### config.mk
export PLATFORM = sky130hd
export DESIGN_NAME = baseband_mac_serial_port
export DESIGN_NICKNAME = d
export VERILOG_FILES = /design/src/core/bit_clock_gen.v /design/src/core/word_fifo.v /design/src/core/baseband_mac_serial_port.v
export VERILOG_INCLUDE_DIRS = /design/src /design/src/core
export SDC_FILE = /design/constraint.sdc
export NUM_CORES = 1
export LEC_CHECK = 0
export ABC_AREA = 1
export BUFFER_PORTS_ARGS = -buffer_cell sky130_fd_sc_hd__buf_4
export CORE_MARGIN = 8
export CORE_UTILIZATION = 35
export CTS_CLUSTER_SIZE = 25
export DETAILED_ROUTE_END_ITERATION = 7
export PLACE_DENSITY = 0.54
export SLEW_MARGIN = 25
export SYNTH_ARGS = -nofsm -noshare
export SYNTH_HDL_FRONTEND = slang
export SYNTH_HIERARCHICAL = 1
export SYNTH_SLANG_ARGS = --single-unit
export TNS_END_PERCENT = 5
### constraint.sdc
create_clock -name pclk -period 4.9 [get_ports pclk]
set_input_delay 0 -clock pclk [delete_from_list [all_inputs] [get_ports pclk]]
set_output_delay 0 -clock pclk [all_outputs]
set_load 0.01 [all_outputs]
### src/core/bbsp_map.vh
/*
 * Register offsets, field positions, reset values and timing counts
 * of the baseband serial data port.
 * Assumes a 100 MHz APB clock; included by bare name.
 */
`ifndef BBSP_MAP_VH
`define BBSP_MAP_VH

// ***********************************************************
// Register byte offsets
// ***********************************************************
`define OFS_CTRL 8'h00
`define OFS_TX_SIG 8'h04
`define OFS_RX_SIG 8'h08
`define OFS_STATUS 8'h0c
`define OFS_TX_DATA 8'h10
`define OFS_RX_DATA 8'h14
`define OFS_RX_CMD 8'h18

// ***********************************************************
// Field positions and reset values
// ***********************************************************
`define CTRL_TX_PHASE 0
`define CTRL_CCA_INV 1
`define CTRL_CCA_ALG_LO 2
`define CTRL_RX_CLK_INV 4
`define CMD_SFD 0
`define CMD_HDR_ERR 1
`define TXDATA_VALID 8
`define CTRL_RST 5'h00
`define SIG_RST 8'h0a

// ***********************************************************
// Signalling field codes and timing
// ***********************************************************
`define SIG_1M 8'h0a
`define SIG_2M 8'h14
`define SIG_5M5 8'h37
`define SIG_11M 8'h6e
`define CLK_NS 10
`define HALF_1M_NS 500
`define HALF_2M_NS 250
`define HALF_5M5_NS 90
`define HALF_11M_NS 45
`define TX_TAIL_NS 4000
`define TX_TAIL_CYC ((`TX_TAIL_NS + `CLK_NS - 1) / `CLK_NS)
`define PRE_HDR_NS 192000
`define RX_HDR_BITS 32
`define RX_CRC_END 48

`endif

### src/core/bit_clock_gen.v
/*
 * Bit clock generator: toggles a clock every half period of pclk cycles.
 * Assumes run and stall come from pclk-domain logic.
 */
`timescale 1ns/10ps

module bit_clock_gen
(
	input wire pclk,
	input wire presetn,
	input wire run,
	input wire stall,
	input wire [7:0] half,
	output reg clk_r,
	output wire rise,
	output wire fall
);

reg [7:0] cnt_r;
wire edge_now;

// Edge falls due when the half period is used up and nothing stalls
assign edge_now = run && !stall && (cnt_r >= half - 8'h01);
assign rise = edge_now && !clk_r;
assign fall = edge_now && clk_r;

// Stopping returns the clock low so a restart begins with a clean phase
always @(posedge pclk or negedge presetn)
begin
	if (!presetn)
	begin
		cnt_r <= 8'h00;
		clk_r <= 1'b0;
	end
	else if (!run)
	begin
		cnt_r <= 8'h00;
		clk_r <= 1'b0;
	end
	else if (edge_now)
	begin
		cnt_r <= 8'h00;
		clk_r <= !clk_r;
	end
	else if (!stall)
	begin
		cnt_r <= cnt_r + 8'h01;
	end
end

endmodule

### src/core/word_fifo.v
/*
 * Small synchronous FIFO with valid/ready on both sides.
 * Assumes one clock; DEPTH is a power of two equal to 2**AW.
 */
`timescale 1ns/10ps

module word_fifo
#(
	parameter WIDTH = 8,
	parameter DEPTH = 4,
	parameter AW = 2
)
(
	input wire pclk,
	input wire presetn,
	input wire [WIDTH-1:0] in_data,
	input wire in_valid,
	output wire in_ready,
	output wire [WIDTH-1:0] out_data,
	output wire out_valid,
	input wire out_ready
);

reg [WIDTH-1:0] mem [0:DEPTH-1];
reg [AW-1:0] wr_r;
reg [AW-1:0] rd_r;
reg [AW:0] cnt_r;
wire push;
wire pop;

assign in_ready = (cnt_r != DEPTH[AW:0]);
assign out_valid = (cnt_r != {(AW+1){1'b0}});
assign out_data = mem[rd_r];
assign push = in_valid && in_ready;
assign pop = out_valid && out_ready;

// Storage needs no reset; only the fill count defines emptiness
always @(posedge pclk)
begin
	if (push)
		mem[wr_r] <= in_data;
end

// Pointers and fill level
always @(posedge pclk or negedge presetn)
begin
	if (!presetn)
	begin
		wr_r <= {AW{1'b0}};
		rd_r <= {AW{1'b0}};
		cnt_r <= {(AW+1){1'b0}};
	end
	else
	begin
		if (push)
			wr_r <= wr_r + {{(AW-1){1'b0}}, 1'b1};
		if (pop)
			rd_r <= rd_r + {{(AW-1){1'b0}}, 1'b1};
		if (push && !pop)
			cnt_r <= cnt_r + {{AW{1'b0}}, 1'b1};
		else if (pop && !push)
			cnt_r <= cnt_r - {{AW{1'b0}}, 1'b1};
	end
end

endmodule

### src/core/baseband_mac_serial_port.v
/*
 * Serial packet data port between a baseband processor and a MAC:
 * transmit envelope, ready and bit clock, receive bit stream with
 * frame valid, and clear channel output; APB register access.
 * Assumes pins come from outside the pclk domain; modem side inputs
 * (energy_detect, carrier_sense) are pclk-domain logic.
 */
// Decided for this implementation: the placing of the registers and the APB slave port.
// Notes on behaviour
// - Transmitter runs while the enable envelope is high, else standby.
// - Envelope rise starts the transmit machine; its fall starts shutdown.
// - Transmitter keeps running 4 us after the envelope falls.
// - Transmit payload bits arrive least significant bit first.
// - Transmit bits are sampled on the bit clock this block drives.
// - A control bit selects which clock phase captures transmit data.
// - Transmit bit clock rate follows the signalling field rate code.
// - Transmit ready rises only after preamble and header are done.
// - Clear channel output low when free, high when busy; invertible.
// - One of four assessment algorithms forms the clear channel decision.
// - Header and payload bits leave on rxd least significant bit first.
// - The first receive bit appears together with frame valid; rxd gets it at the first byte load, one pclk cycle later at the earliest.
// - Receive bit clock runs at the current packet's bit rate.
// - Receive bit clock held low over the sixteen header CRC bits.
// - Receive bit clock stays still until the start of frame is found.
// - Frame valid rises at start of frame, falls on disable or header error.
// - Receiver runs while the receive enable is high, else standby.
`timescale 1ns/10ps
`include "bbsp_map.vh"

module baseband_mac_serial_port
#(
	parameter PRE_NS = `PRE_HDR_NS,
	parameter FIFO_DEPTH = 4
)
(
	input wire pclk,
	input wire presetn,
	input wire [7:0] paddr,
	input wire psel,
	input wire penable,
	input wire pwrite,
	input wire [31:0] pwdata,
	output reg [31:0] prdata,
	output wire pready,
	output wire pslverr,
	input wire transmit_enable_envelope,
	input wire txd,
	output wire transmit_bit_clock,
	output wire tx_ready,
	output wire tx_active,
	input wire energy_detect,
	input wire carrier_sense,
	output reg channel_clear_indication,
	input wire receive_enable_level,
	output wire rx_active,
	output wire receive_bit_clock,
	output reg rxd,
	output reg receive_frame_valid
);

// ***********************************************************
// Constants and shared functions
// ***********************************************************
localparam [1:0] T_IDLE = 2'd0;
localparam [1:0] T_HDR = 2'd1;
localparam [1:0] T_DATA = 2'd2;
localparam [1:0] T_TAIL = 2'd3;
localparam [1:0] R_IDLE = 2'd0;
localparam [1:0] R_HDR = 2'd1;
localparam [1:0] R_CRC = 2'd2;
localparam [1:0] R_PAY = 2'd3;
// Integer forms first, then cut on purpose to the counter widths
localparam integer PRE_I = PRE_NS / `CLK_NS;
localparam integer TAIL_I = `TX_TAIL_CYC;
localparam integer H1_I = `HALF_1M_NS / `CLK_NS;
localparam integer H2_I = `HALF_2M_NS / `CLK_NS;
localparam integer H55_I = `HALF_5M5_NS / `CLK_NS;
localparam integer H11_I = `HALF_11M_NS / `CLK_NS;
localparam integer HDR_I = `RX_HDR_BITS;
localparam integer CRC_I = `RX_CRC_END;
localparam [15:0] PRE_CYC = PRE_I[15:0];
localparam [15:0] TAIL_CYC = TAIL_I[15:0];
localparam [7:0] H1 = H1_I[7:0];
localparam [7:0] H2 = H2_I[7:0];
localparam [7:0] H55 = H55_I[7:0];
localparam [7:0] H11 = H11_I[7:0];
localparam [5:0] HDR_BITS = HDR_I[5:0];
localparam [5:0] CRC_END = CRC_I[5:0];

// Half bit period in pclk cycles for a signalling field code
function [7:0] half_cyc;
	input [7:0] sig;
	begin
		if (sig == `SIG_2M)
			half_cyc = H2;
		else if (sig == `SIG_5M5)
			half_cyc = H55;
		else if (sig == `SIG_11M)
			half_cyc = H11;
		else
			half_cyc = H1;
	end
endfunction

// ***********************************************************
// Pin synchronisers
// ***********************************************************
reg env_s1, env_s2, env_d;
reg txd_s1, txd_s2;
reg ren_s1, ren_s2;

// Two flops per pin; the envelope has a third flop that feeds its edge detection
always @(posedge pclk or negedge presetn)
begin
	if (!presetn)
	begin
		env_s1 <= 1'b0;
		env_s2 <= 1'b0;
		env_d <= 1'b0;
		txd_s1 <= 1'b0;
		txd_s2 <= 1'b0;
		ren_s1 <= 1'b0;
		ren_s2 <= 1'b0;
	end
	else
	begin
		env_s1 <= transmit_enable_envelope;
		env_s2 <= env_s1;
		env_d <= env_s2;
		txd_s1 <= txd;
		txd_s2 <= txd_s1;
		ren_s1 <= receive_enable_level;
		ren_s2 <= ren_s1;
	end
end

wire env_rise = env_s2 && !env_d;
wire env_fall = !env_s2 && env_d;

// ***********************************************************
// Registers and APB slave
// ***********************************************************
reg [4:0] ctrl_r;
reg [7:0] tx_sig_r;
reg [7:0] rx_sig_r;
reg [7:0] rx_hold_r;
reg rx_full_r;
reg [1:0] tx_st_r;
reg [1:0] rx_st_r;
reg [31:0] rd_val;
reg map_ok;
wire [7:0] fifo_out;
wire fifo_ovalid;
wire fifo_iready;
wire wr_acc = psel && penable && pwrite;
wire rd_acc = psel && penable && !pwrite;
wire rx_load;
wire sfd_cmd = wr_acc && (paddr == `OFS_RX_CMD) && pwdata[`CMD_SFD];
wire herr_cmd = wr_acc && (paddr == `OFS_RX_CMD) && pwdata[`CMD_HDR_ERR];
// Pop only what the setup cycle showed, so a read seen empty never eats a late byte
wire tx_pop = rd_acc && (paddr == `OFS_TX_DATA) && prdata[`TXDATA_VALID];

assign pready = 1'b1;
assign pslverr = psel && penable && !map_ok;

// Address decode and read mux
always @*
begin
	rd_val = 32'h0000_0000;
	map_ok = 1'b1;
	if (paddr == `OFS_CTRL)
		rd_val = {27'h0, ctrl_r};
	else if (paddr == `OFS_TX_SIG)
		rd_val = {24'h0, tx_sig_r};
	else if (paddr == `OFS_RX_SIG)
		rd_val = {24'h0, rx_sig_r};
	else if (paddr == `OFS_STATUS)
		rd_val = {23'h0, rx_full_r, fifo_ovalid, fifo_iready, receive_frame_valid,
			tx_ready, rx_st_r, tx_st_r};
	else if (paddr == `OFS_TX_DATA)
		rd_val = {23'h0, fifo_ovalid, fifo_out};
	else if (paddr == `OFS_RX_DATA || paddr == `OFS_RX_CMD)
		rd_val = 32'h0000_0000;
	else
		map_ok = 1'b0;
end

// Read data is caught in the setup cycle so prdata comes from a flop
always @(posedge pclk or negedge presetn)
begin
	if (!presetn)
		prdata <= 32'h0000_0000;
	else if (psel && !penable && !pwrite)
		prdata <= rd_val;
end

// Writable registers; the receive byte holder is set by software
always @(posedge pclk or negedge presetn)
begin
	if (!presetn)
	begin
		ctrl_r <= `CTRL_RST;
		tx_sig_r <= `SIG_RST;
		rx_sig_r <= `SIG_RST;
		rx_hold_r <= 8'h00;
		rx_full_r <= 1'b0;
	end
	else
	begin
		if (wr_acc && paddr == `OFS_CTRL)
			ctrl_r <= pwdata[4:0];
		if (wr_acc && paddr == `OFS_TX_SIG)
			tx_sig_r <= pwdata[7:0];
		if (wr_acc && paddr == `OFS_RX_SIG)
			rx_sig_r <= pwdata[7:0];
		// A new byte written while one is taken wins over the take
		if (wr_acc && paddr == `OFS_RX_DATA && (!rx_full_r || rx_load))
		begin
			rx_hold_r <= pwdata[7:0];
			rx_full_r <= 1'b1;
		end
		else if (rx_load)
			rx_full_r <= 1'b0;
	end
end

// ***********************************************************
// Transmit path
// ***********************************************************
reg [15:0] tx_cnt_r;
reg [7:0] tx_sh_r;
reg [2:0] tx_bit_r;
reg tx_pend_r;
reg [7:0] tx_byte_r;
wire tclk;
wire t_rise, t_fall, t_cap;
// A finished byte the FIFO cannot take freezes the bit clock
wire tx_stall = tx_pend_r && !fifo_iready;
wire tx_run = (tx_st_r == T_DATA) || (tx_st_r == T_TAIL);

assign tx_active = (tx_st_r != T_IDLE);
assign tx_ready = (tx_st_r == T_DATA);
assign transmit_bit_clock = tclk;
assign t_cap = ctrl_r[`CTRL_TX_PHASE] ? t_fall : t_rise;

bit_clock_gen u_tx_clk
(
	.pclk(pclk),
	.presetn(presetn),
	.run(tx_run),
	.stall(tx_stall),
	.half(half_cyc(tx_sig_r)),
	.clk_r(tclk),
	.rise(t_rise),
	.fall(t_fall)
);

// Transmit sequencer: header time, data, then the shutdown tail
always @(posedge pclk or negedge presetn)
begin
	if (!presetn)
	begin
		tx_st_r <= T_IDLE;
		tx_cnt_r <= 16'h0000;
	end
	else
	begin
		case (tx_st_r)
			T_IDLE:
			begin
				tx_cnt_r <= 16'h0000;
				if (env_rise)
					tx_st_r <= T_HDR;
			end
			T_HDR:
			begin
				tx_cnt_r <= tx_cnt_r + 16'h0001;
				if (env_fall)
				begin
					tx_st_r <= T_TAIL;
					tx_cnt_r <= 16'h0000;
				end
				else if (tx_cnt_r >= PRE_CYC - 16'h0001)
					tx_st_r <= T_DATA;
			end
			T_DATA:
			begin
				if (env_fall)
				begin
					tx_st_r <= T_TAIL;
					tx_cnt_r <= 16'h0000;
				end
			end
			default:
			begin
				tx_cnt_r <= tx_cnt_r + 16'h0001;
				if (env_rise)
				begin
					tx_st_r <= T_HDR;
					tx_cnt_r <= 16'h0000;
				end
				else if (tx_cnt_r >= TAIL_CYC - 16'h0001)
					tx_st_r <= T_IDLE;
			end
		endcase
	end
end

// Bit capture; the last bit may land after the envelope has dropped
always @(posedge pclk or negedge presetn)
begin
	if (!presetn)
	begin
		tx_sh_r <= 8'h00;
		tx_bit_r <= 3'd0;
		tx_pend_r <= 1'b0;
		tx_byte_r <= 8'h00;
	end
	else
	begin
		if (tx_pend_r && fifo_iready)
			tx_pend_r <= 1'b0;
		if (!tx_run)
			tx_bit_r <= 3'd0;
		// sample on own clock
		// A byte begun before the envelope fell may finish in the tail; none starts there
		else if (t_cap && (tx_ready || tx_bit_r != 3'd0))
		begin
			tx_sh_r <= {txd_s2, tx_sh_r[7:1]};
			tx_bit_r <= tx_bit_r + 3'd1;
			if (tx_bit_r == 3'd7)
			begin
				tx_byte_r <= {txd_s2, tx_sh_r[7:1]};
				tx_pend_r <= 1'b1;
			end
		end
	end
end

// Payload bytes wait here until software drains them
word_fifo #(.WIDTH(8), .DEPTH(FIFO_DEPTH), .AW(2)) u_tx_fifo
(
	.pclk(pclk),
	.presetn(presetn),
	.in_data(tx_byte_r),
	.in_valid(tx_pend_r),
	.in_ready(fifo_iready),
	.out_data(fifo_out),
	.out_valid(fifo_ovalid),
	.out_ready(tx_pop)
);

// ***********************************************************
// Clear channel assessment
// ***********************************************************
reg busy;

always @*
begin
	case (ctrl_r[`CTRL_CCA_ALG_LO+1:`CTRL_CCA_ALG_LO])
		2'd0: busy = energy_detect;
		2'd1: busy = carrier_sense;
		2'd2: busy = energy_detect && carrier_sense;
		default: busy = energy_detect || carrier_sense;
	endcase
end

always @(posedge pclk or negedge presetn)
begin
	if (!presetn)
		channel_clear_indication <= 1'b0;
	else
		channel_clear_indication <= busy ^ ctrl_r[`CTRL_CCA_INV];
end

// ***********************************************************
// Receive path
// ***********************************************************
reg [5:0] rx_cnt_r;
reg [7:0] rx_sh_r;
reg rx_need_r;
wire rclk, r_fall;
wire rx_run = (rx_st_r != R_IDLE);
wire [5:0] rx_cnt_n = rx_cnt_r + 6'd1;
wire rx_gate = (rx_st_r == R_HDR) || (rx_st_r == R_PAY);

assign rx_active = ren_s2;
assign rx_load = rx_need_r && rx_full_r && rx_run;
assign receive_bit_clock = rx_gate && (rclk ^ ctrl_r[`CTRL_RX_CLK_INV]);

bit_clock_gen u_rx_clk
(
	.pclk(pclk),
	.presetn(presetn),
	.run(rx_run),
	.stall(rx_need_r),
	.half(half_cyc(rx_sig_r)),
	.clk_r(rclk),
	.rise(),
	.fall(r_fall)
);

// Receive framing; each bit spans one clock period, falling edge to
// falling edge, so the rising edge sits in the middle of the bit
always @(posedge pclk or negedge presetn)
begin
	if (!presetn)
	begin
		rx_st_r <= R_IDLE;
		rx_cnt_r <= 6'd0;
		rx_sh_r <= 8'h00;
		rx_need_r <= 1'b0;
		rxd <= 1'b0;
		receive_frame_valid <= 1'b0;
	end
	else if (rx_run && (!ren_s2 || herr_cmd))
	begin
		rx_st_r <= R_IDLE;
		rx_need_r <= 1'b0;
		rxd <= 1'b0;
		receive_frame_valid <= 1'b0;
	end
	else
	begin
		case (rx_st_r)
			R_IDLE:
			begin
				rx_cnt_r <= 6'd0;
				if (sfd_cmd && ren_s2)
				begin
					rx_st_r <= R_HDR;
					receive_frame_valid <= 1'b1;
					rx_need_r <= 1'b1;
				end
			end
			R_CRC:
			begin
				if (r_fall)
				begin
					rx_cnt_r <= rx_cnt_n;
					if (rx_cnt_n == CRC_END)
					begin
						rx_st_r <= R_PAY;
						rx_need_r <= 1'b1;
					end
				end
			end
			default:
			begin
				if (rx_load)
				begin
					rx_sh_r <= rx_hold_r;
					rxd <= rx_hold_r[0];
					rx_need_r <= 1'b0;
				end
				else if (r_fall)
				begin
					rx_cnt_r <= rx_cnt_n;
					if (rx_st_r == R_HDR && rx_cnt_n == HDR_BITS)
					begin
						rx_st_r <= R_CRC;
						rxd <= 1'b0;
					end
					else if (rx_cnt_n[2:0] == 3'd0)
						rx_need_r <= 1'b1;
					else
					begin
						rxd <= rx_sh_r[1];
						rx_sh_r <= {1'b0, rx_sh_r[7:1]};
					end
				end
			end
		endcase
	end
end

endmodule

### Word-level counts from Yosys, hierarchy flattened

Memory sizes are Yosys's and may differ from the RTL's.
Cells that the tools add are included.

| cells by class | value |
|---|---|
| add/sub/neg operators | 11 |
| multiply operators | 0 |
| div/mod/pow operators | 0 |
| order comparisons | 4 |
| equality and inequality tests | 42 |
| shift operators | 0 |
| muxes and demuxes | 84 |
| bitwise operators | 4 |
| reductions and logical operators | 89 |

Operators with widths:

| kind | count |
|---|---|
| 8-bit two-way mux | 12 |
| 16-bit two-way mux | 3 |
| 16-bit one-hot mux with 3 select lines | 1 |
| 9-bit two-way mux | 5 |
| 8-bit by 5-bit equality test with 1-bit output, second input constant | 5 |
| 1-bit logical AND | 38 |
| 6-bit two-way mux | 6 |
| 1-bit two-way mux | 35 |
| 2-bit two-way mux | 13 |
| 3-bit inequality test, second input constant | 6 |
| 16-bit by 1-bit adder with 16-bit output, second input constant | 1 |
| 8-bit by 1-bit adder with 8-bit output, second input constant | 2 |
| 8-bit by 4-bit equality test with 1-bit output, second input constant | 2 |
| 8-bit by 6-bit equality test with 1-bit output, second input constant | 2 |
| 8-bit by 7-bit equality test with 1-bit output, second input constant | 2 |
| 16-bit by 15-bit greater-or-equal comparator with 1-bit output, second input constant | 1 |
| 16-bit by 9-bit greater-or-equal comparator with 1-bit output, second input constant | 1 |
| 8-bit greater-or-equal comparator | 2 |
| 1-bit zero test | 14 |
| 2-bit nonzero test | 7 |
| 6-bit equality test, second input constant | 2 |
| 3-bit two-way mux | 4 |
| 6-bit one-hot mux with 2 select lines | 1 |
| 6-bit AND reduction | 2 |
| other kinds (35) | 67 |

| storage, ports and cells | value |
|---|---|
| bits in registers | 152 |
| latch bits | 0 |
| bits in writable memories | 32 |
| memory bits (read-only) | 0 |
| bits of input ports | 50 |
| word-level logic and storage cells | 268 |
| memories | 1 |

Memory list:

| memory | depth | width | read ports | clocked after Yosys merged registers in | write ports | RTL line | source |
|---|---|---|---|---|---|---|---|
| u_tx_fifo.mem | 4 | 8 | 1 | 0 | 1 | word_fifo.v:24 | `reg [WIDTH-1:0] mem [0:DEPTH-1];` |

### Logic depth before layout (Yosys ltp)

Gate-level depths: netlist of the first run.

| logic depth | value |
|---|---|
| depth after elaboration | 12 |
| mapped depth | 27 |
| depth with buffers taken out | 27 |

### Modules after synthesis

Netlist of the first run, hierarchy kept.

Modules (own cells, without submodules):

| module | times used | cells each | area each (µm²) |
|---|---|---|---|
| baseband_mac_serial_port | 1 | 731 | 5680.4 |
| word_fifo | 1 | 152 | 1731.7 |
| bit_clock_gen (u_tx_clk) | 1 | 108 | 788.3 |
| bit_clock_gen (u_rx_clk) | 1 | 105 | 764.5 |

### Least setup slack after synthesis of the first run

Ideal clock, no wire load.

| timing path | value |
|---|---|
| kind | register to register |
| start point | reg rx_sig_r[3] |
| end point | reg rx_st_r[1] |
| library setup time | 0.117 ns |
| arrival | 3.391 ns |
| data required time | 4.783 ns |
| setup slack | 1.392 ns |
| cell stages (with the launch flop) | 23 |
| period minus slack after synthesis | 3.508 ns |
| cells stage by stage | dfstp_2 -> nand4_1 -> nor4_1 -> nor2_1 -> inv_1 -> ha_1 -> nand2_1 -> nor3_1 -> xor2_1 -> inv_1 -> ha_1 -> nand2_1 -> o21a_1 -> nand2_1 -> nand2_1 -> nor2_1 -> nor2_1 -> inv_1 -> o21ai_1 -> nor2_1 -> nand2_1 -> nand2_1 -> nand2_1 |

| on the way | value |
|---|---|
| longest elaborated chain between the ends | 10 |

Ends and longest elaborated chain:

| element | RTL line | source |
|---|---|---|
| from (decl) | baseband_mac_serial_port.v:145 | `reg [7:0] rx_sig_r;` |
| from (signal assigned) | baseband_mac_serial_port.v:204 | `` rx_sig_r <= `SIG_RST; `` |
| from (signal assigned) | baseband_mac_serial_port.v:215 | `rx_sig_r <= pwdata[7:0];` |
| 8-bit by 7-bit equality test with 1-bit output (no line) | -- |  |
| 6-bit two-way mux | baseband_mac_serial_port.v:98 | `` else if (sig == `SIG_11M) `` |
| 8-bit two-way mux | baseband_mac_serial_port.v:96 | `` else if (sig == `SIG_5M5) `` |
| 8-bit two-way mux (*) | baseband_mac_serial_port.v:94 | `` if (sig == `SIG_2M) `` |
| 8-bit by 1-bit subtractor with 8-bit output (*) | bit_clock_gen.v:23 | `assign edge_now = run && !stall && (cnt_r >= half - 8'h01);` |
| 8-bit greater-or-equal comparator (*) | bit_clock_gen.v:23 |  |
| 1-bit logical AND (*) | bit_clock_gen.v:23 |  |
| 1-bit logical AND (*) | bit_clock_gen.v:25 | `assign fall = edge_now && clk_r;` |
| named net r_fall | baseband_mac_serial_port.v:382 | `wire rclk, r_fall;` |
| 3-bit inequality test (no line) / 3-bit nonzero test (equally long branches) | -- |  |
| 6-bit AND reduction (no line) (*) | -- |  |
| to (signal assigned) | baseband_mac_serial_port.v:409 | `rx_st_r <= R_IDLE;` |
| to (signal assigned) | baseband_mac_serial_port.v:418 | `rx_st_r <= R_IDLE;` |
| to (signal assigned) | baseband_mac_serial_port.v:431 | `rx_st_r <= R_HDR;` |
| to (decl) | baseband_mac_serial_port.v:149 | `reg [1:0] rx_st_r;` |

The timed path passes the listed nets; every way through them passes the cells marked *.
A chain may end at the register's enable or synchronous reset.

### Final worst setup path of the first run

| timing path | value |
|---|---|
| start point | reg tx_sig_r[1] |
| end point | reg tx_byte_r[1] |

| on the way | value |
|---|---|
| longest elaborated chain between the ends | 11 |

Ends and longest elaborated chain:

| element | RTL line | source |
|---|---|---|
| from (decl) | baseband_mac_serial_port.v:144 | `reg [7:0] tx_sig_r;` |
| from (signal assigned) | baseband_mac_serial_port.v:203 | `` tx_sig_r <= `SIG_RST; `` |
| from (signal assigned) | baseband_mac_serial_port.v:213 | `tx_sig_r <= pwdata[7:0];` |
| 8-bit by 7-bit equality test with 1-bit output (no line) | -- |  |
| 6-bit two-way mux | baseband_mac_serial_port.v:98 |  |
| 6-bit two-way mux | baseband_mac_serial_port.v:96 |  |
| 6-bit two-way mux (*) | baseband_mac_serial_port.v:94 |  |
| 6-bit by 1-bit subtractor with 7-bit output (*) | bit_clock_gen.v:23 |  |
| 8-bit greater-or-equal comparator (*) | bit_clock_gen.v:23 |  |
| 1-bit logical AND (*) | bit_clock_gen.v:23 |  |
| 1-bit logical AND (*) | bit_clock_gen.v:25 |  |
| named net t_fall | baseband_mac_serial_port.v:236 | `wire t_rise, t_fall, t_cap;` |
| 1-bit two-way mux (*) | baseband_mac_serial_port.v:244 | `` assign t_cap = ctrl_r[`CTRL_TX_PHASE] ? t_fall : t_rise; `` |
| 1-bit logical AND (*) | baseband_mac_serial_port.v:327 | `else if (t_cap && (tx_ready \|\| tx_bit_r != 3'd0))` |
| 3-bit AND reduction (no line) (*) | -- |  |
| to (signal assigned) | baseband_mac_serial_port.v:333 | `tx_byte_r <= {txd_s2, tx_sh_r[7:1]};` |
| to (decl) | baseband_mac_serial_port.v:234 | `reg [7:0] tx_byte_r;` |

Marked as above.

==> summary.md, run 1 <==
| Metric | Value |
|---|---|
| Status | `finished clean` |
| Max Freq | `249.6 MHz` |
| Die H | `176.0 um` |
| Full die area | `0.03098 mm^2` |
| DIE WIDTH | `176.0 um` |
| Maximum vdd drop | `0.0002224 V` |
| Setup TNS | `0 ns` |
| Pre-CTS setup slack | `0.9200 ns` |
| DR iter-0 viols | `440` |
| Antenna violations before repair | `0` |
| Drt total wl | `20260 um` |
| I/O Pins | `92` |
| Total gr overflow | `0` |
| CTS Buf Count | `17` |
| CP top delay family | `simple AND/OR/NAND/NOR gates` |
| N_diodes | `0` |
| Worst EP required | `5.23 ns` |
| Number of global-route vias before repair | `6812` |
| Setup ws final | `0.8936 ns` |
| Final hold violations | `0` |
| Post-DP HPWL | `15010 um` |
| Leak pwr | `4.875 nW` |
| CP Class | `register to register` |
| Setup crit end kind | `register` |
| DRC | `0` |
| CTS sink cnt | `159` |
| CP bufs+invs | `2` |
| PD cells | `353.5 mW/mm^2` |
| CTS root buf | `clkbuf_16` |
| Hold_ws | `0.02445 ns` |
| CP Cell Sequence | `nand4_1 > nor2_1 > nor2_1 > inv_1 > ha_1 > nand2_1 > nor3_1 > xor2_1 > inv_1 > ha_1 > nand2_1 > o21a_1 > nand2_1 > nand2_1 > nor2_1 > nand2_1 > a32o_1 > nor2_4 > nand2_4 > nand2_1 > o21ai_2` |
| Setup violators final | `0` |
| # Post-CTS Setup Buffers | `0` |
| Crit path largest cell delay | `0.58 ns` |
| Slowest-stage cell, CP | `dfstp_2` |
| P&R area growth vs syn | `15.36%` |
| Nature of the critical path startpoint | `register` |
| # resized after CTS | `0` |
| RePlAce Congestion | `0.8419` |
| Hold Buf Count CTS | `17` |
| YS warnings | `6` |
| FP Rows | `58` |
| Rel. slew slack | `0.4192` |
| Fin crit period | `4.006 ns` |
| IO buf count | `43` |
| Clock Tree Buf Depth | `2` |
| Max Slew Vio Count | `0` |
| CTS tree | `yes` |
| Final worst-path cycle share | `0.8176` |
| Syn Area/Cell | `8.184 um^2` |
| Critical Path AT | `4.33 ns` |
| Most frequent cell on the critical path | `nand2_1` |
| H-tree depth | `4` |
| Detailed Routing Iterations Pass 1 | `6` |
| MaxCap Viol Count | `0` |
| Worst-margin pin slew | `0.8680 ns` |
| Final net count | `1250` |
| Detail Route Antenna Nets | `0` |
| Crit path max fanout | `19` |
| First-pass GRT wire length | `34200 um` |
| Worst skew pair latency | `0.44 ns` |
| RSZ-0062 raised after global routing | `false` |
| Largest net degree at the start of global routing | `80` |
| Final cell count without fillers | `1507` |
| Clock edge transition at the registers on the reported setup and hold paths | `0.07 ns` |
| WL per Instance | `13.44 um` |
| Inst Count DP | `1458` |
| Proportion of layout cells with a drive suffix above 1 | `0.1189` |
| Hold Path Class | `primary input to register` |
| Setup Skew | `0.01929 ns` |
| Post-Synthesis Cells | `1095` |
| Starting Density | `0.3559` |
| Vias/cell | `4.650` |
| Vias | `7008` |
| Core box area | `0.02518 mm^2` |
| GRT Total Usage | `0.1367` |
| Area of the mapped netlist | `0.008961 mm^2` |
[path summary, 6_finish.rpt]
check	startpoint	end	slack, ns	cells after the start
worst min-delay path	psel	u_tx_fifo/rd_r[0]	0.02	5
worst min register to register	ren_s1	rx_active	0.35	0
min in group asynchronous	presetn	rx_cnt_r[2]	0.19	2
worst max-delay path	tx_sig_r[1]	tx_byte_r[1]	0.89	21
max in group asynchronous	presetn	u_tx_clk/cnt_r[3]	3.56	3
worst max register to register	tx_sig_r[1]	tx_byte_r[1]	0.89	21
[per-layer routing]
layer / track usage / share of wire
met1: 0.1810 / 0.49
met2: 0.2190 / 0.45
met3: 0.03568 / 0.044
met4: 0.03532 / 0.014
met5: 0 / 0
[stage by stage]
stage               power, mW  cell area (um^2)  utilization
floorplan               2.057              9066            -
global placement        2.261              9527       0.3783
detailed placement      2.269              9527       0.3783
CTS                     3.701             10340       0.4105
global route            3.880             10340       0.4105
finish                  3.654             10340       0.4105
[placed cells by master (no fill, tap or decap), types with 18 or more instances in the layout]
| cell type | instances |
|---|---|
| o21ai_0 | 51 |
| o211ai_1 | 18 |
| buf_4 | 44 |
| nand4_1 | 23 |
| dfrtp_1 | 123 |
| nand2_1 | 301 |
| ha_1 | 35 |
| a21oi_1 | 27 |
| nand3_1 | 51 |
| inv_1 | 154 |
| edfxtp_1 | 32 |
| xor2_1 | 20 |
| conb_1 | 30 |
| nor2_1 | 90 |
[worst register-to-register path: stages, from the launching register on]
cell,delay [ns]
dfstp_2,0.58
nand4_1,0.10
nor2_1,0.33
nor2_1,0.19
inv_1,0.09
ha_1,0.17
nand2_1,0.09
nor3_1,0.18
xor2_1,0.20
inv_1,0.07
ha_1,0.28
nand2_1,0.06
o21a_1,0.20
nand2_1,0.08
nand2_1,0.10
nor2_1,0.10
nand2_1,0.08
a32o_1,0.26
nor2_4,0.34
nand2_4,0.24
nand2_1,0.13
o21ai_2,0.05
[final cells by class]
cell class,instances,area [um^2]
multi-input combinational,761,4016
clock buffer,17,425.4
tap,330,412.9
clock inverter,15,215.2
inverter,163,611.8
sequential,159,4144
fill,2613,14840
timing repair buffer,62,511.7
[report_power, final]
part / internal (mW) / leakage [nW] / switching (mW)
Clock: 0.748 / 0.309 / 0.658
Combinational: 0.246 / 2.68 / 0.502
Sequential: 1.42 / 1.89 / 0.0789
Total: 2.42 / 4.88 / 1.24
[flip-flops by register name (all words and copies together) (netlist names), 2 cells and up]
name,flops
tx_cnt_r,16
ctrl_r,5
u_tx_fifo/mem,32
tx_byte_r,8
prdata,9
u_tx_fifo/rd_r,2
rx_hold_r,8
u_tx_fifo/cnt_r,3
rx_cnt_r,6
tx_sig_r,8
tx_st_r,2
u_tx_fifo/wr_r,2
rx_sh_r,7
tx_bit_r,3
u_tx_clk/cnt_r,8
tx_sh_r,7
u_rx_clk/cnt_r,8
rx_st_r,2
rx_sig_r,8
No activity file was read; power rests on OpenSTA's default activity.
==> run 2, diff against run 1 <==
- ABC_AREA: 1 -> 0
- clock period: 4.9 -> 4.1 ns (I/O delays scaled with it)
==> run 2 against run 1 <==
Against the previous run:
- worst hold slack better by 0.0027 ns
- register-to-register slack worse by 0.61 ns
- clock skew is 0.0060 ns lower
- routed wire length is 1.4% lower
- area after synthesis is 1.3% lower
- global-route usage is 0.18 points lower
- fmax is 4.9% higher
- flip-flop and latch count stayed put
==> summary.md, run 2 <==
| Metric | Value |
|---|---|
| Clock Tree Buf Depth | `2 (unchanged)` |
| PD cells | `376.8 mW/mm^2 (+6.6%)` |
| YS warnings | `6 (unchanged)` |
| Total gr overflow | `0 (unchanged)` |
| Syn Area/Cell | `10.85 um^2 (+33%)` |
| Setup Skew | `0.01324 ns (-0.006049 ns)` |
| Antenna violations before repair | `0 (unchanged)` |
| FP Rows | `58 (unchanged)` |
| Detail Route Antenna Nets | `0 (unchanged)` |
| Clock edge transition at the registers on the reported setup and hold paths | `0.07 ns (about the same)` |
| H-tree depth | `4 (unchanged)` |
| Area of the mapped netlist | `0.008843 mm^2 (-1.3%)` |
| Setup crit end kind | `register` |
| Status | `finished clean` |
| WL per Instance | `16.05 um (+19%)` |
| Final cell count without fillers | `1244 (-17%)` |
| Post-Synthesis Cells | `815 (-26%)` |
| Worst skew pair latency | `0.43 ns (about the same)` |
| CTS sink cnt | `159 (unchanged)` |
| RSZ-0062 raised after global routing | `true` |
| Placed instance area | `0.009554 mm^2 (+0.29%)` |
| Rel. slew slack | `0.4020 (-0.01723)` |
| Vias | `6180 (-12%)` |
| Starting Density | `0.3543 (-0.001608)` |
| CTS root buf | `clkbuf_16` |
| Largest net degree at the start of global routing | `91 (+14%)` |
| DIE WIDTH | `175.0 um (-0.60%)` |
| Die H | `175.0 um (-0.60%)` |
| P&R area growth vs syn | `18.01%` |
| Setup TNS | `0 ns (unchanged)` |
| Final worst-path cycle share | `0.9319 (+0.1143)` |
| Vias/cell | `4.968 (+6.8%)` |
| Proportion of layout cells with a drive suffix above 1 | `0.2298 (+0.1108)` |
| CTS Buf Count | `17 (unchanged)` |
| Max Freq | `261.7 MHz (+4.9%)` |
| GRT Total Usage | `0.1349 (-0.001773)` |
| Most flop-heavy register | `u_tx_fifo/mem` |
| Leak pwr | `4.348 nW (-11%)` |
| Nature of the critical path startpoint | `register` |
| Inst Count DP | `1191 (-18%)` |
| Regs by FF count | `u_tx_fifo/mem x32, tx_cnt_r x16, prdata x9` |
| Setup violators final | `0 (unchanged)` |
| First-pass GRT wire length | `33400 um (-2.3%)` |
| I/O Pins | `92 (unchanged)` |
| Fin crit period | `3.821 ns (-0.1854 ns)` |
| Final net count | `987 (-21%)` |
| Max reg flops | `32 (unchanged)` |
| Worst EP required | `4.43 ns (-0.80 ns)` |
| DR iter-0 viols | `448 (+1.8%)` |
| IO buf count | `43 (unchanged)` |
| Max Slew Vio Count | `0 (unchanged)` |
| Crit path max fanout | `5 (-14)` |
| CP Class | `register to register` |
| Finished Cell Area | `0.01044 mm^2 (+0.96%)` |
| MaxCap Viol Count | `0 (unchanged)` |
| RePlAce Congestion | `0.7933 (-5.8%)` |
| Critical Path AT | `4.15 ns (-0.18 ns)` |
| Worst-margin pin slew | `0.8971 ns (+0.02905 ns)` |
| Most common cell after layout, fill and taps aside | `dfrtp_1` |
| Post-DP HPWL | `14210 um (-5.3%)` |
| N_diodes | `0 (unchanged)` |
| Maximum vdd drop | `0.0002425 V (+9.0%)` |
| DRC | `0 (unchanged)` |
| Full die area | `0.03061 mm^2 (-1.2%)` |
| CTS tree | `yes` |
| Core box area | `0.02496 mm^2 (-0.86%)` |
| Most frequent cells in the layout | `dfrtp_1 (123), nand2_1 (91), buf_4 (62), nor2_1 (51), o21ai_0 (47)` |
| Number of global-route vias before repair | `6236 (-8.5%)` |
| Hold Path Class | `primary input to register` |
| Drt total wl | `19970 um (-1.4%)` |
| Final hold violations | `0 (unchanged)` |
| Detailed Routing Iterations Pass 1 | `5 (-1)` |
-- run 2: timing repair --
item                                    in CTS  in global routing
setup buffers                                0                  1
gates resized for setup                      0                 15
endpoints found under the hold margin      119                  0
hold buffers                                20                  0
endpoints found under the setup margin       0                 29
-- run 2: per-stage QoR --
stage | hold WS, ns | power, mW | utilization | setup slack [ns]
detailed placement | 0.1112 | 2.299 | 0.3827 | 0.02993
finish | 0.02716 | 3.932 | 0.4181 | 0.2790
CTS | 0.01900 | 3.984 | 0.4153 | 0.0008087
global placement | 0.1101 | 2.296 | 0.3827 | 0.1062
floorplan | -0.2956 | 2.114 | - | -0.006966
global route | 0.02816 | 4.130 | 0.4181 | -0.08278
-- run 2: critical path: stages, from the launching register on --
cell and delay [ns]:
dfrtp_1 0.39, nand2b_1 0.16, or4b_2 0.65, a21oi_2 0.16, nor2_1 0.10, buf_4 0.18, inv_1 0.05, ha_2 0.20
xnor2_1 0.15, ha_1 0.28, o21ai_2 0.19, a21oi_2 0.10, a32oi_4 0.28, nor3_2 0.06, buf_4 0.15, nand2_1 0.11
nor2_2 0.07, buf_4 0.17, nand4_1 0.09, xor2_1 0.14, nor2_1 0.05
-- run 2: worst paths after layout --
kind | from | to | slack, ns | cells after the start
max in group asynchronous | presetn | tx_byte_r[0] | 2.86 | 3
max reg2reg | rx_sig_r[7] | rx_cnt_r[3] | 0.28 | 20
min | pwrite | u_tx_fifo/rd_r[1] | 0.03 | 5
max | rx_sig_r[7] | rx_cnt_r[3] | 0.28 | 20
min reg2reg | txd_s1 | txd_s2 | 0.35 | 0
min in group asynchronous | presetn | prdata[0] | 0.21 | 2
-- run 2: area by class of cell --
cell class / count / area (um^2)
clock inverters: 12 / 156.4
flip-flops and latches: 159 / 4144
clock buffers: 20 / 457.9
inverters: 39 / 146.4
multi-input cells: 601 / 4442
fillers: 2401 / 14530
repair buffers: 83 / 676.9
well taps: 330 / 412.9
-- run 2: report_power, final --
part	total (mW)	leakage [nW]	internal (mW)	switching [mW]
combinational	0.580	2.11	0.220	0.360
sequential	1.70	1.94	1.64	0.0547
clock	1.65	0.300	1.00	0.653
-- run 2: routing by layer --
metal / vias up / part of all wire / track usage
li1: 3046 / - / -
met1: 3008 / 0.48 / 0.1779
met2: 111 / 0.47 / 0.2193
met3: 15 / 0.038 / 0.03108
met4: 0 / 0.010 / 0.03568
met5: - / 0 / 0
==> run 3, diff against run 2 <==
- CTS_BUF_LIST: not set -> sky130_fd_sc_hd__clkbuf_4
==> run 3 against run 2 <==
Against the previous run:
- via count grew 0.13%
- critical path depth shrank 3
- final area shrank 1.8%
- worst setup slack gained 0.013 ns
- worst hold slack gained 0.022 ns
- sequential share of layout area grew 0.73 points
- sequential power is essentially flat
- global-route usage is essentially flat
- register-to-register slack is essentially flat
- first-iteration DRC count shrank 1.8%
- final cell count grew 0.72%
==> summary.md, run 3 (synthesis results as in run 2) <==
| Metric | Value |
|---|---|
| Full die area | `0.03061 mm^2 (unchanged)` |
| Inst Count DP | `1191 (unchanged)` |
| Hold_ws | `0.04909 ns (+0.02193 ns)` |
| Setup crit end kind | `register` |
| Flop-to-flop setup slack | `0.29 ns (about the same)` |
| Setup Skew | `0.03637 ns (+0.02313 ns)` |
| IO buf count | `43 (unchanged)` |
| N_diodes | `0 (unchanged)` |
| Number of global-route vias before repair | `6276 (+0.64%)` |
| Max reg flops | `32 (unchanged)` |
| Antenna violations before repair | `0 (unchanged)` |
| Final net count | `996 (+0.91%)` |
| Total gr overflow | `0 (unchanged)` |
| Cell depth of the worst setup path | `17 (-15%)` |
| Most frequent cells in the layout | `dfrtp_1 (123), nand2_1 (91), buf_4 (62), nor2_1 (51), o21ai_0 (46)` |
| DIE WIDTH | `175.0 um (unchanged)` |
| CTS Buf Count | `17 (unchanged)` |
| Reg-to-reg critical path endpoint | `tx_byte_r[0]` |
| Rel. slew slack | `0.4031 (+0.001148)` |
| Switching Share | `0.2953 (+0.02373)` |
| Vias/cell | `4.939 (-0.59%)` |
| Hold Path Class | `primary input to async pin` |
| Logic pwr share | `0.174 (+0.027)` |
| DR iter-0 viols | `440 (-1.8%)` |
| GRT Total Usage | `0.1347 (-0.0001905)` |
| Nature of the critical path startpoint | `register` |
| P&R area growth vs syn | `15.89%` |
| RSZ-0062 raised after global routing | `false` |
| CP Class | `register to register` |
| Most common cell after layout, fill and taps aside | `dfrtp_1` |
| Regs by FF count | `u_tx_fifo/mem x32, tx_cnt_r x16, prdata x9` |
| Starting Density | `0.3543 (unchanged)` |
| Int Pwr | `2.371 mW (-17%)` |
| CP bufs+invs | `2 (-2)` |
| Die H | `175.0 um (unchanged)` |
| FP Rows | `58 (unchanged)` |
| Critical Path AT | `4.25 ns (+0.10 ns)` |
| Proportion of layout cells with a drive suffix above 1 | `0.2308 (+0.001010)` |
| H-tree depth | `4 (unchanged)` |
| I/O Pins | `92 (unchanged)` |
| RePlAce Congestion | `0.7933 (unchanged)` |
| Fillers | `2434 (+1.4%)` |
| Final cell count without fillers | `1253 (+0.72%)` |
| Clock power share | `0.321 (-0.099)` |
| First-pass GRT wire length | `33510 um (+0.35%)` |
| Crit path largest cell delay | `0.47 ns (-0.18 ns)` |
| Core box area | `0.02496 mm^2 (unchanged)` |
| Detailed Routing Iterations Pass 1 | `4 (-1)` |
| MaxCap Viol Count | `0 (unchanged)` |
| Final hold violations | `0 (unchanged)` |
| CTS tree | `yes` |
| Worst skew pair latency | `0.57 ns (+0.14 ns)` |
| Status | `finished clean` |
| Worst EP required | `4.54 ns (+0.11 ns)` |
| Reg2reg start | `tx_sig_r[7]` |
| Fin crit period | `3.808 ns (-0.01289 ns)` |
| Largest net degree at the start of global routing | `91 (unchanged)` |
| Max Slew Vio Count | `0 (unchanged)` |
| P_sw | `0.9935 mW (-7.0%)` |
| Clock edge transition at the registers on the reported setup and hold paths | `0.16 ns (+0.09 ns)` |
| Detail Route Antenna Nets | `0 (unchanged)` |
| Post-DP HPWL | `14210 um (unchanged)` |
| Most flop-heavy register | `u_tx_fifo/mem` |
| Depth of the worst register-to-register path | `17 (-15%)` |
| Maximum vdd drop | `0.0001936 V (-20%)` |
| Sequential power share | `0.505 (+0.073)` |
| CP startpoint | `tx_sig_r[7]` |
| CP Cell Sequence | `nand2b_1 > or4_1 > a21oi_2 > buf_4 > inv_1 > ha_1 > xnor2_1 > ha_1 > o21ai_2 > a21oi_2 > a32oi_4 > nor2_1 > mux2i_1 > a21oi_2 > and2_1 > nand2_4 > mux2_2` |
| Vias | `6188 (+0.13%)` |
| Worst-margin pin slew | `0.8953 ns (-0.001722 ns)` |
| Crit path max fanout | `9 (+4)` |
| CP top delay family | `simple AND/OR/NAND/NOR gates` |
| Drt total wl | `19970 um (about the same)` |
| Final core occ | `0.4105 (-0.007518)` |
| Clock Tree Buf Depth | `2 (unchanged)` |
| PD cells | `328.3 mW/mm^2 (-13%)` |
| Critical Path End | `tx_byte_r[0]` |
| Final worst-path cycle share | `0.9288 (-0.003144)` |
| Setup violators final | `0 (unchanged)` |
| WL per Instance | `15.94 um (-0.71%)` |
| Most frequent cell on the critical path | `a21oi_2` |
| CTS sink cnt | `159 (unchanged)` |
| DRC | `0 (unchanged)` |
| Max Freq | `262.6 MHz (+0.34%)` |
| Slowest-stage cell, CP | `or4_1` |
| Leak pwr | `4.259 nW (-2.0%)` |
| CTS root buf | `clkbuf_4` |
-- run 3: power groups by stage --
stage / Clock [mW] / Sequential, mW / Combinational, mW
3_3_place_gp: 0 / 1.73 / 0.567
3_5_place_dp: 0 / 1.73 / 0.570
5_1_grt: 1.18 / 1.71 / 0.666
2_1_floorplan: 0 / 1.71 / 0.403
6_report: 1.08 / 1.70 / 0.587
4_1_cts: 1.13 / 1.70 / 0.594
-- run 3: how the worst min path moves through the flow --
stage | to | slack, ns | cells after the start | start
global placement | ren_s1 | 0.11 | 1 | receive_enable_level
detailed placement | ren_s1 | 0.11 | 1 | receive_enable_level
global route | env_s1 | 0.03 | 2 | transmit_enable_envelope
floorplan | channel_clear_indication | -0.30 | 0 | presetn
CTS | rx_sig_r[6] | 0.01 | 5 | paddr[6]
finish | prdata[2] | 0.05 | 2 | presetn
-- run 3: stage by stage --
stage	total power, mW	setup TNS [ns]	setup slack, ns	instance area [um^2]
finish	3.365	0	0.2919	10250
global route	3.556	0	0.009188	10250
CTS	3.417	0	0.1211	10180
detailed placement	2.299	0	0.02993	9554
global placement	2.296	0	0.1062	9554
floorplan	2.114	-0.006966	-0.006966	8960
-- run 3: what timing repair did --
action                                 CTS  global route
hold buffers                            29             0
buffers inserted                         0             1
pin swaps                                0             4
setup endpoints to repair                2            28
resized for setup                        1            17
endpoints found under the hold margin  136             0
-- run 3: cell type report --
type / count / area (um^2) / area share
Multi-Input combinational cell: 601 / 4449 / 0.4341
Sequential cell: 159 / 4144 / 0.4043
Timing Repair Buffer: 92 / 767.0 / 0.07484
Tap cell: 330 / 412.9 / 0.04029
Clock inverter: 13 / 186.4 / 0.01819
Inverter: 39 / 146.4 / 0.01428
Clock buffer: 19 / 142.6 / 0.01392
-- run 3: layer usage --
| metal | vias to the layer above | global-route usage | part of all wire |
|---|---|---|---|
| met2 | 96 | 0.2179 | 0.47 |
| li1 | 3067 | - | - |
| met5 | - | 0 | 0 |
| met1 | 3010 | 0.1777 | 0.48 |
| met3 | 15 | 0.03216 | 0.042 |
| met4 | 0 | 0.03603 | 0.011 |
-- run 3: worst reg2reg max path, stage by stage, from the launching register on --
cell and delay, ns:
dfrtp_1 0.41, nand2b_1 0.17, or4_1 0.47, a21oi_2 0.15, buf_4 0.17, inv_1 0.07, ha_1 0.24, xnor2_1 0.18
ha_1 0.26, o21ai_2 0.19, a21oi_2 0.10, a32oi_4 0.30, nor2_1 0.08, mux2i_1 0.18, a21oi_2 0.05, and2_1 0.19
nand2_4 0.15, mux2_2 0.35
